**src/include/ctdsc_params.svh**
```systemverilog
`ifndef CTDSC_PARAMS_SVH
`define CTDSC_PARAMS_SVH
// Register offsets
`define CTDSC_OFF_TRIM    4'h0
`define CTDSC_OFF_DIV     4'h4
`define CTDSC_OFF_CORE    4'h8
`define CTDSC_OFF_STAT    4'hC
// Divider register fields
`define CTDSC_DIV_UNLOCK  7
`define CTDSC_UNLOCK_WORD 8'h80
`define CTDSC_DIV_MAXCODE 4'h8
// Core control register fields
`define CTDSC_CORE_ARM    5
`define CTDSC_CORE_KIND_H 4
`define CTDSC_CORE_KIND_L 3
// Reset values
`define CTDSC_SEL_RST     4'h0
`define CTDSC_SEL_RST_D8  4'h3
`define CTDSC_CORE_RST    8'h00
// Timing counts
`define CTDSC_UNLOCK_CYC  3'h4
`define CTDSC_WAKE_HALT   4'h4
`define CTDSC_STARTUP_CYC 4'h6
`define CTDSC_STANDBY_CYC 4'h6
`endif

```
**src/include/ctdsc_pkg.sv**
```systemverilog
package ctdsc_pkg;
  // Sleep kinds as coded in the core control register
  typedef enum logic [1:0] {
    CTDSC_IDLE     = 2'h0,
    CTDSC_ADC_QUIET = 2'h1,
    CTDSC_PWR_DOWN = 2'h2,
    CTDSC_STANDBY  = 2'h3
  } ctdsc_kind_t;
  // Power state of the core
  typedef enum logic [2:0] {
    CTDSC_ST_RUN   = 3'h1,
    CTDSC_ST_SLEEP = 3'h2,
    CTDSC_ST_WAKE  = 3'h4
  } ctdsc_state_t;
endpackage : ctdsc_pkg

```
**src/rtl/ctdsc_top.sv**
```systemverilog
// Chosen here: the address map and the plain strobed port.
`timescale 1ns/100ps
`default_nettype none
`include "ctdsc_params.svh"

// Notes on behaviour
// - Reset loads factory trim; software may rewrite
// - Trim top bit picks oscillator range
// - Lower seven trim bits tune within range
// - Unlock sets only on exact unlock word
// - Unlock clears after four cycles or select
// - Select write accepted only while unlocked
// - Divider bits 6..4 read zero, ignore writes
// - Select resets to 0 or 3 by option
// - Codes 0..8 divide by power of two
// - Divided tick paces CPU and all peripherals
// - Sleep needs sleep instruction with arm bit
// - Interrupt wake stalls four beyond start-up
// - Reset during sleep restarts from reset vector
// - Idle stops only CPU and flash clocks
// - Idle or ADC-quiet starts conversion if enabled
// - ADC-quiet stops I/O too, limited wake set
// - Power-down stops oscillator, pins or watchdog wake
// - Standby keeps oscillator, wakes in six cycles
// - Divider switches only at period boundary
module ctdsc_top #(
  parameter int SYNC_PINS = 2
) (
  // Clock and reset
  input  wire logic       clk,
  input  wire logic       rst_b,
  // Register port
  input  wire logic [3:0] reg_addr,
  input  wire logic [7:0] reg_wdata,
  input  wire logic       reg_wr,
  input  wire logic       reg_rd,
  output logic      [7:0] reg_rdata,
  // Straps, static after reset
  input  wire logic [7:0] factory_trim,
  input  wire logic       divide_by_eight_option,
  // Core and peripheral status
  input  wire logic       sleep_instr,
  input  wire logic       adc_enabled,
  input  wire logic       xtal_source,
  // Wake sources from logic on this clock
  input  wire logic       irq_pending,
  input  wire logic       adc_done_irq,
  input  wire logic       mem_ready_irq,
  input  wire logic       wdt_irq,
  // Wake sources from pins
  input  wire logic       ext_external_interrupt_zero_level,
  input  wire logic       pin_change,
  // Oscillator trim
  output logic      [7:0] osc_trim,
  output logic            trim_range_select,
  output logic      [6:0] trim_fine_value,
  // Divided clock and domain gates
  output logic            sys_tick,
  output logic            cpu_clk_on,
  output logic            flash_clk_on,
  output logic            io_clk_on,
  output logic            adc_clk_on,
  output logic            osc_run,
  // Sleep events
  output logic            adc_start,
  output logic            wake_irq_go
);

  // Only the two wake pins are wired up; other counts cannot be served
  if (SYNC_PINS != 2) begin : g_bad_sync
    $error("SYNC_PINS must be 2");
  end

  ////////////////////////////////////////////////////////////////////////
  // Pin synchronisers
  // Pins are asynchronous, so each passes three flops first
  logic [1:0] pin_in;
  logic [1:0] pin_lvl;
  assign pin_in = {pin_change, ext_external_interrupt_zero_level};

  genvar gi;
  generate
    for (gi = 0; gi < SYNC_PINS; gi++) begin : g_sync
      logic s1_r, s2_r, s3_r, lvl_r, lvl_nxt;
      // Level moves only when the two later stages agree
      always_comb begin
        lvl_nxt = (s2_r == s3_r) ? s3_r : lvl_r;
      end
      // Only the second stage ever reads the first
      always_ff @(posedge clk or negedge rst_b) begin
        if (!rst_b) begin
          s1_r  <= 1'b0;
          s2_r  <= 1'b0;
          s3_r  <= 1'b0;
          lvl_r <= 1'b0;
        end else begin
          s1_r  <= pin_in[gi];
          s2_r  <= s1_r;
          s3_r  <= s2_r;
          lvl_r <= lvl_nxt;
        end
      end
      assign pin_lvl[gi] = lvl_r;
    end
  endgenerate

  ////////////////////////////////////////////////////////////////////////
  // Register decode
  // Unmapped offsets match nothing, so writes there are dropped
  logic wr_trim, wr_div, wr_core;
  assign wr_trim = reg_wr && (reg_addr == `CTDSC_OFF_TRIM);
  assign wr_div  = reg_wr && (reg_addr == `CTDSC_OFF_DIV);
  assign wr_core = reg_wr && (reg_addr == `CTDSC_OFF_CORE);

  ////////////////////////////////////////////////////////////////////////
  // Trim and strap capture
  logic [7:0] trim_r, trim_nxt;
  logic       boot_r, boot_nxt;
  logic [3:0] sel_r, sel_nxt;
  logic       unlock_r, unlock_nxt;
  logic [2:0] ucnt_r, ucnt_nxt;

  // Straps are read at the first edge after release, never under reset
  always_comb begin
    trim_nxt = trim_r;
    boot_nxt = 1'b0;
    if (boot_r) begin
      trim_nxt = factory_trim;
    end else if (wr_trim) begin
      trim_nxt = reg_wdata;
    end
  end

  // Unlock window and divider select
  always_comb begin
    sel_nxt    = sel_r;
    unlock_nxt = unlock_r;
    ucnt_nxt   = ucnt_r;
    if (boot_r) begin
      sel_nxt = divide_by_eight_option ? `CTDSC_SEL_RST_D8 : `CTDSC_SEL_RST;
    end
    if (unlock_r) begin
      // Window closes on its own after four cycles
      if (ucnt_r == 3'h1) begin
        unlock_nxt = 1'b0;
      end
      ucnt_nxt = ucnt_r - 3'h1;
    end
    if (wr_div) begin
      if (reg_wdata == `CTDSC_UNLOCK_WORD) begin
        // Rewrite inside the window leaves timer alone
        if (!unlock_r) begin
          unlock_nxt = 1'b1;
          ucnt_nxt   = `CTDSC_UNLOCK_CYC;
        end
      end else if (unlock_r && !reg_wdata[`CTDSC_DIV_UNLOCK]) begin
        sel_nxt    = reg_wdata[3:0];
        unlock_nxt = 1'b0;
        ucnt_nxt   = 3'h0;
      end
    end
  end

  // Trim, unlock window and select registers
  always_ff @(posedge clk or negedge rst_b) begin
    if (!rst_b) begin
      trim_r   <= 8'h00;
      boot_r   <= 1'b1;
      sel_r    <= `CTDSC_SEL_RST;
      unlock_r <= 1'b0;
      ucnt_r   <= 3'h0;
    end else begin
      trim_r   <= trim_nxt;
      boot_r   <= boot_nxt;
      sel_r    <= sel_nxt;
      unlock_r <= unlock_nxt;
      ucnt_r   <= ucnt_nxt;
    end
  end

  // Range bit and fine value straight from the trim register
  assign osc_trim          = trim_r;
  assign trim_range_select = trim_r[7];
  assign trim_fine_value   = trim_r[6:0];

  ////////////////////////////////////////////////////////////////////////
  // Glitch-free divider
  logic [3:0] act_r, act_nxt;
  logic [7:0] dcnt_r, dcnt_nxt;
  logic       tick_r, tick_nxt;
  logic [7:0] term;

  // Terminal count of the factor now in force
  // Codes above eight never reach act_r, so the shift stays in range
  assign term = 8'((9'h001 << act_r) - 9'h001);

  // New factor taken only at a period end, so no short period appears
  // Trade-off: a new factor waits up to one old period to apply
  always_comb begin
    act_nxt  = act_r;
    dcnt_nxt = dcnt_r + 8'h01;
    tick_nxt = 1'b0;
    if (dcnt_r >= term) begin
      dcnt_nxt = 8'h00;
      tick_nxt = 1'b1;
      // Reserved codes keep the old factor running
      if (sel_r <= `CTDSC_DIV_MAXCODE) begin
        act_nxt = sel_r;
      end
    end
  end

  // Divider state
  always_ff @(posedge clk or negedge rst_b) begin
    if (!rst_b) begin
      act_r  <= `CTDSC_SEL_RST;
      dcnt_r <= 8'h00;
      tick_r <= 1'b0;
    end else begin
      act_r  <= act_nxt;
      dcnt_r <= dcnt_nxt;
      tick_r <= tick_nxt;
    end
  end

  assign sys_tick = tick_r;

  ////////////////////////////////////////////////////////////////////////
  // Sleep controller
  logic [7:0]              core_r, core_nxt;
  ctdsc_pkg::ctdsc_state_t st_r, st_nxt;
  ctdsc_pkg::ctdsc_kind_t  kind_r, kind_nxt, kind_sel;
  logic [3:0]              halt_r, halt_nxt;
  logic                    wake_ev;
  logic                    adcs_r, adcs_nxt;
  logic                    go_r, go_nxt;
  logic [4:0]              gate_r, gate_nxt;

  // Sleep kind as software last wrote it
  assign kind_sel = ctdsc_pkg::ctdsc_kind_t'(core_r[`CTDSC_CORE_KIND_H:`CTDSC_CORE_KIND_L]);

  // Wake sources allowed in each kind
  always_comb begin
    unique case (kind_r)
      ctdsc_pkg::CTDSC_IDLE:
        wake_ev = irq_pending | adc_done_irq | mem_ready_irq | wdt_irq
                | pin_lvl[0] | pin_lvl[1];
      ctdsc_pkg::CTDSC_ADC_QUIET:
        wake_ev = adc_done_irq | mem_ready_irq | wdt_irq
                | pin_lvl[0] | pin_lvl[1];
      ctdsc_pkg::CTDSC_PWR_DOWN,
      ctdsc_pkg::CTDSC_STANDBY:
        wake_ev = wdt_irq | pin_lvl[0] | pin_lvl[1];
    endcase
  end

  // Entry, halt after wake, and clock gating
  always_comb begin
    core_nxt = wr_core ? (reg_wdata & 8'h38) : core_r;
    st_nxt   = st_r;
    kind_nxt = kind_r;
    halt_nxt = halt_r;
    adcs_nxt = 1'b0;
    go_nxt   = 1'b0;
    unique case (st_r)
      ctdsc_pkg::CTDSC_ST_RUN: begin
        if (sleep_instr && core_r[`CTDSC_CORE_ARM]) begin
          st_nxt   = ctdsc_pkg::CTDSC_ST_SLEEP;
          kind_nxt = kind_sel;
          // Standby only holds with a crystal; otherwise power down
          if (kind_sel == ctdsc_pkg::CTDSC_STANDBY && !xtal_source) begin
            kind_nxt = ctdsc_pkg::CTDSC_PWR_DOWN;
          end
          adcs_nxt = adc_enabled && !kind_sel[1];
        end
      end
      ctdsc_pkg::CTDSC_ST_SLEEP: begin
        if (wake_ev) begin
          st_nxt = ctdsc_pkg::CTDSC_ST_WAKE;
          unique case (kind_r)
            ctdsc_pkg::CTDSC_STANDBY:  halt_nxt = `CTDSC_STANDBY_CYC - 4'h1;
            ctdsc_pkg::CTDSC_PWR_DOWN: halt_nxt = `CTDSC_STARTUP_CYC + `CTDSC_WAKE_HALT - 4'h1;
            default:                   halt_nxt = `CTDSC_WAKE_HALT - 4'h1;
          endcase
        end
      end
      ctdsc_pkg::CTDSC_ST_WAKE: begin
        halt_nxt = halt_r - 4'h1;
        if (halt_r == 4'h0) begin
          st_nxt = ctdsc_pkg::CTDSC_ST_RUN;
          go_nxt = 1'b1;
        end
      end
    endcase
    // Gates: {osc, adc, io, flash, cpu}
    gate_nxt = 5'h1F;
    if (st_nxt != ctdsc_pkg::CTDSC_ST_RUN) begin
      unique case (kind_nxt)
        ctdsc_pkg::CTDSC_IDLE:      gate_nxt = 5'h1C;
        ctdsc_pkg::CTDSC_ADC_QUIET: gate_nxt = 5'h18;
        ctdsc_pkg::CTDSC_PWR_DOWN:  gate_nxt = 5'h00;
        ctdsc_pkg::CTDSC_STANDBY:   gate_nxt = 5'h10;
      endcase
      // Oscillator restarts during the wake halt
      if (st_nxt == ctdsc_pkg::CTDSC_ST_WAKE) begin
        gate_nxt[4] = 1'b1;
      end
    end
  end

  // Chip reset drops any sleep state straight back to run
  always_ff @(posedge clk or negedge rst_b) begin
    if (!rst_b) begin
      core_r <= `CTDSC_CORE_RST;
      st_r   <= ctdsc_pkg::CTDSC_ST_RUN;
      kind_r <= ctdsc_pkg::CTDSC_IDLE;
      halt_r <= 4'h0;
      adcs_r <= 1'b0;
      go_r   <= 1'b0;
      gate_r <= 5'h1F;
    end else begin
      core_r <= core_nxt;
      st_r   <= st_nxt;
      kind_r <= kind_nxt;
      halt_r <= halt_nxt;
      adcs_r <= adcs_nxt;
      go_r   <= go_nxt;
      gate_r <= gate_nxt;
    end
  end

  // Domain gates, high while the domain runs
  assign cpu_clk_on   = gate_r[0];
  assign flash_clk_on = gate_r[1];
  assign io_clk_on    = gate_r[2];
  assign adc_clk_on   = gate_r[3];
  assign osc_run      = gate_r[4];
  assign adc_start    = adcs_r;
  assign wake_irq_go  = go_r;

  ////////////////////////////////////////////////////////////////////////
  // Read data, one cycle after the strobe
  logic [7:0] rd_r, rd_nxt;

  // Status packs state, kind in force and low bits of the active code
  always_comb begin
    rd_nxt = 8'h00;
    if (reg_rd) begin
      unique case (reg_addr)
        `CTDSC_OFF_TRIM: rd_nxt = trim_r;
        `CTDSC_OFF_DIV:  rd_nxt = {unlock_r, 3'h0, sel_r};
        `CTDSC_OFF_CORE: rd_nxt = core_r;
        `CTDSC_OFF_STAT: rd_nxt = {st_r, kind_r, act_r[2:0]};
        default:         rd_nxt = 8'h00;
      endcase
    end
  end

  // Idle cycles read zero, so stale data never lingers
  always_ff @(posedge clk or negedge rst_b) begin
    if (!rst_b) begin
      rd_r <= 8'h00;
    end else begin
      rd_r <= rd_nxt;
    end
  end

  assign reg_rdata = rd_r;

endmodule : ctdsc_top
`default_nettype wire

```
**config.mk**
```make
export PLATFORM = sky130hd
export DESIGN_NAME = ctdsc_top
export DESIGN_NICKNAME = d
export VERILOG_FILES = /design/src/include/ctdsc_pkg.sv /design/src/rtl/ctdsc_top.sv
export VERILOG_INCLUDE_DIRS = /design/src /design/src/include
export SDC_FILE = /design/constraint.sdc
export NUM_CORES = 1
export LEC_CHECK = 0
export ABC_AREA = 0
export BUFFER_PORTS_ARGS = -buffer_cell sky130_fd_sc_hd__clkbuf_2
export CAP_MARGIN = 0
export CORE_AREA = 2 2 99 101
export CTS_BUF_LIST = sky130_fd_sc_hd__clkbuf_4 sky130_fd_sc_hd__clkbuf_8
export CTS_CLUSTER_DIAMETER = 60
export DETAILED_ROUTE_END_ITERATION = 12
export DIE_AREA = 0 0 101 103
export HOLD_SLACK_MARGIN = 0.03
export REMOVE_ABC_BUFFERS = 1
export SYNTH_ARGS = -nofsm -noshare
export SYNTH_HDL_FRONTEND = slang
export SYNTH_SLANG_ARGS = --single-unit
export TNS_END_PERCENT = 50
```
**constraint.sdc**
```tcl
create_clock -name clk -period 3.9 [get_ports clk]
set_clock_uncertainty 0.1 [all_clocks]
set_input_delay 0.585 -clock clk [delete_from_list [all_inputs] [get_ports clk]]
set_output_delay 0.585 -clock clk [all_outputs]
set_load 0.03 [all_outputs]
```
==> impl_summary.md <==
CTS
CTS placed an instance of sky130_fd_sc_hd__clkbuf_8 at the clock tree root. The number of buffers added for setup after CTS is 0. At the later pin of the worst-skew pair, clock insertion delay measures 0.35 ns. After clock tree synthesis, the clock-pin slew on the worst setup and hold paths is 0.08 ns. The CTS tree is done. In this run, post-CTS repair resized a total of 0 instances. The maximum buffer depth of the clock tree is 2. The tree built by TritonCTS fans out to 64 sinks. The number of buffers added by the clock tree synthesis step is 9. The H-tree generated during clock tree synthesis spans 3 levels. The number of buffers inserted by hold repair at cts is 0.

Synth
The mapped netlist covers 3206 µm². Synthesis instantiated 52 different standard cells from the library. By area, the combinational part of the netlist is dominated by simple AND/OR/NAND/NOR gates. Of the total synthesized cell area, the portion taken by full adders, half adders and majority gates is 0.06089. The compound-gate portion of the synthesized area is 0.1222. The share of synthesized flip-flops with an asynchronous set or reset is 1.000. The number of flops mapped to enable cells by yosys is 0. The number of warnings issued by yosys is 0. The share of synthesized area occupied by flip-flops and latches is 0.5020. The post-synthesis share of cell area spent on and, or, nand and nor gates is 0.1616. The synthesized area per cell is 10.48 µm².

Synthesis handed over a netlist of 306 instances. The leading register cell type out of synthesis is sky130_fd_sc_hd__dfrtp_1. Measured against the total synthesized area, the mux share comes to 0.08080.

The register bit count reported by yosys is 64. The xor and xnor area share after synthesis is 0.02186.

Setup path
The worst setup path is captured at a register. The critical path is of the register to register type. The most numerous cell type found on the critical path is sky130_fd_sc_hd__ha_1.

The critical path goes through or4_1, ha_1, nor3_1, a21o_1, a32oi_1, ha_1, nand2_1, o41ai_2, nor2b_1, a2bb2oi_1. The largest single stage delay on the critical path is 0.60 ns. The standard cell with the maximum stage delay on the critical path is sky130_fd_sc_hd__or4_1. STA classifies the critical path startpoint as a register. STA puts the critical path data required time at 4.08 ns. For the worst setup path, the data arrival time is 3.66 ns. The biggest fanout along the worst timing path is 10.

Route
The detailed-route wire length is 7.137 mm. In the final routed layout, each cell accounts on average for 14.72 µm. In the routed layout, each cell is associated on average with a via count of 4.909. The first TritonRoute pass finished after 4 iterations.

In this run the remaining antenna-violating nets after routing total 0. The routed layout has 2381 vias. The detailed router finished its first iteration with 95 violations.

The number of remaining DRC errors is 0.

Floorplan
The total die area is 10400 µm². The horizontal die dimension is 101 µm. The floorplan has 36 rows.

Measured along the y axis, the die boundary spans 103 µm. 66 I/O pins were placed. The initial core utilization is 0.3389. The core region is 9459 µm².

Timing
Summed over all failing endpoints, the final setup total negative slack is 0 ns. The total of endpoints with negative setup slack in the final report is 0. Headroom to the max-slew limit came out at 0.4150. After layout, the minimum clock period comes to 3.481 ns. For the pin with the worst max-slew slack, the measured transition is 0.8775 ns. The share of the cycle needed by the critical path after routing is 0.8925.

Setup repair after global routing left no endpoint under its margin. The achievable clock frequency is 0.2873 GHz. The worst hold margin is 0.2370 ns.

The number of slew-limit violations in the final report is 0. The number of failing hold endpoints at the final stage came to 0.

Cells and area
Once layout is complete, the utilization of the core stands at 0.4030. The sequential cell area in the final layout is 1609 µm². From synthesis to final layout, the design area changed by 18.93%. The multi-input logic area is 1438 µm². The number of antenna diodes in the final layout is 0. The number of non-filler instances in the completed layout is 485. Of the cells placed in the final design, the portion with a size suffix greater than 1 is 0.2830. The number of nets in the final layout is 414. After filler insertion, the fill cell instance count of the layout stands at 943.

Global route
The global-route wire length before repair is 12.09 mm. The via count of the first global-routing pass is 2439. Across every metal layer, demand over resource in global routing totals 0.1519. The initial antenna violation count came to 0. Entering global routing, the biggest net connects 37 pins. Global routing finished with a remaining overflow of 0.

Pwr
The leakage power is 1.888 nW. IR analysis of the VDD net gives a maximum drop of 0.2161 mV. The power per cell area is 641.9 nW/µm².

Placed design
In this run the tool buffered the top-level ports with 65 buffer cells. The number of instances in the placed design is 469. The weighted congestion reported at the end of routability-driven placement is 0.8260. The placed wire-length estimate after detailed placement is 5.359 mm.

Flow run
The number of maximum-capacitance violations is 0.

Status
The run finished with clean final reports.

Min path
The min-delay analysis places its worst path in the category input port to async pin.
==> critical path, delay by kind of cell, from the launching register on <==
kind | cells | cell delay [ns]
compound gates | 4 | 0.98
simple gates | 4 | 1.25
fa+ha+maj | 2 | 0.59
flops | 1 | 0.49
==> registers in the layout (all words and copies together), names as in the netlist <==
register	cells
ucnt_r	3
adc_start	1
osc_trim	8
boot_r	1
sel_r	4
dcnt_r	8
gate_r	4
g_sync.lvl_r	2
g_sync.s1_r	2
wake_irq_go	1
g_sync.s3_r	2
unlock_r	1
halt_r	4
sys_tick	1
st_r	3
g_sync.s2_r	2
reg_rdata	8
kind_r	2
core_r	3
act_r	4
==> power breakdown <==
part           switching [mW]  internal, mW  total, mW
Sequential              0.161         0.805      0.966
Combinational           0.460         0.364      0.824
Clock                   0.292         0.366      0.658
==> cells in the final DEF, fill, tap and decap left out, types with 7 or more instances in the layout <==
cell	Yosys	final
sky130_fd_sc_hd__nand2_1	26	26
sky130_fd_sc_hd__mux2i_1	18	18
sky130_fd_sc_hd__clkbuf_2	0	65
sky130_fd_sc_hd__a21oi_1	13	13
sky130_fd_sc_hd__ha_1	14	14
sky130_fd_sc_hd__inv_1	13	13
sky130_fd_sc_hd__nand3_1	8	8
sky130_fd_sc_hd__o21ai_0	17	17
sky130_fd_sc_hd__nand3b_1	7	7
sky130_fd_sc_hd__nor2_1	34	34
sky130_fd_sc_hd__a31oi_1	7	7
sky130_fd_sc_hd__dfrtp_1	58	58
sky130_fd_sc_hd__clkbuf_8	0	9
==> area by class of cell <==
cell class | count | share of cell area
tap | 114 | 0.03741
multi-input combinational | 210 | 0.3771
timing repair buffer | 68 | 0.09124
clock buffer | 9 | 0.03249
sequential | 64 | 0.4221
inverter | 13 | 0.01280
clock inverter | 7 | 0.02691
==> synthesized netlist by cell type, drive strengths merged (3+ instances only) <==
| cell type | instances | area (µm²) |
|---|---|---|
| xor2 | 5 | 43.79 |
| a21o | 3 | 23.77 |
| nor2 | 34 | 127.6 |
| o21ai | 17 | 85.08 |
| and3 | 5 | 32.53 |
| clkbuf | 5 | 18.77 |
| a211oi | 3 | 27.52 |
| ha | 14 | 175.2 |
| mux2i | 18 | 180.2 |
| mux2 | 5 | 56.30 |
| nor3 | 5 | 25.02 |
| xnor2 | 3 | 26.28 |
| dfrtp | 58 | 1451 |
| o21a | 4 | 30.03 |
| inv | 13 | 48.80 |
| buf | 14 | 91.33 |
| a21oi | 13 | 65.06 |
| nand3b | 7 | 52.55 |
| a31oi | 7 | 43.79 |
| nand2 | 26 | 97.59 |
| dfstp | 6 | 157.7 |
| nor4b | 3 | 41.29 |
| nand3 | 8 | 40.04 |
==> layer usage <==
layer | vias up | wire (µm) | track usage | part of all wire
li1 | 1189 | - | - | -
met4 | 0 | 206 | 0.08420 | 0.029
met1 | 1114 | 3462 | 0.2054 | 0.49
met2 | 62 | 3100 | 0.2303 | 0.43
met5 | - | 0 | 0 | 0
met3 | 16 | 368 | 0.02915 | 0.052
==> kinds of logic (layout without fill, tap and decap cells) <==
group | after synthesis | in the layout
adders and majority gates | 16 | 16
DFF | 64 | 64
muxes | 24 | 24
AOI/OAI and AO/OA | 59 | 59
buffers and inverters | 32 | 97
and+or+nand+nor | 102 | 102
other | 1 | 1
xor gates and xnor gates | 8 | 8
==> final timing paths <==
check / startpoint / to / slack [ns] / cells after the start
max: act_r[2] / act_r[2] / 0.42 / 10
min: rst_b / g_sync[0].s2_r / 0.24 / 1
max reg2reg: act_r[2] / act_r[2] / 0.42 / 10
min reg2reg: g_sync[0].s1_r / g_sync[0].s2_r / 0.25 / 0
max in group asynchronous: rst_b / gate_r[2] / 2.51 / 2
min in group clk: ext_external_interrupt_zero_level / g_sync[0].s1_r / 0.24 / 1
==> through the flow <==
step | worst slack, ns | instance area [µm²] | total power [mW]
final | 0.4194 | 3812 | 2.447
after global routing | 0.1375 | 3812 | 2.653
after CTS | 0.4527 | 3812 | 2.473
after detailed placement | 0.4709 | 3586 | 1.809
after global placement | 0.6612 | 3586 | 1.779
after floorplan | 0.5190 | 3095 | 1.553
Power figures use the tool's default switching activity.
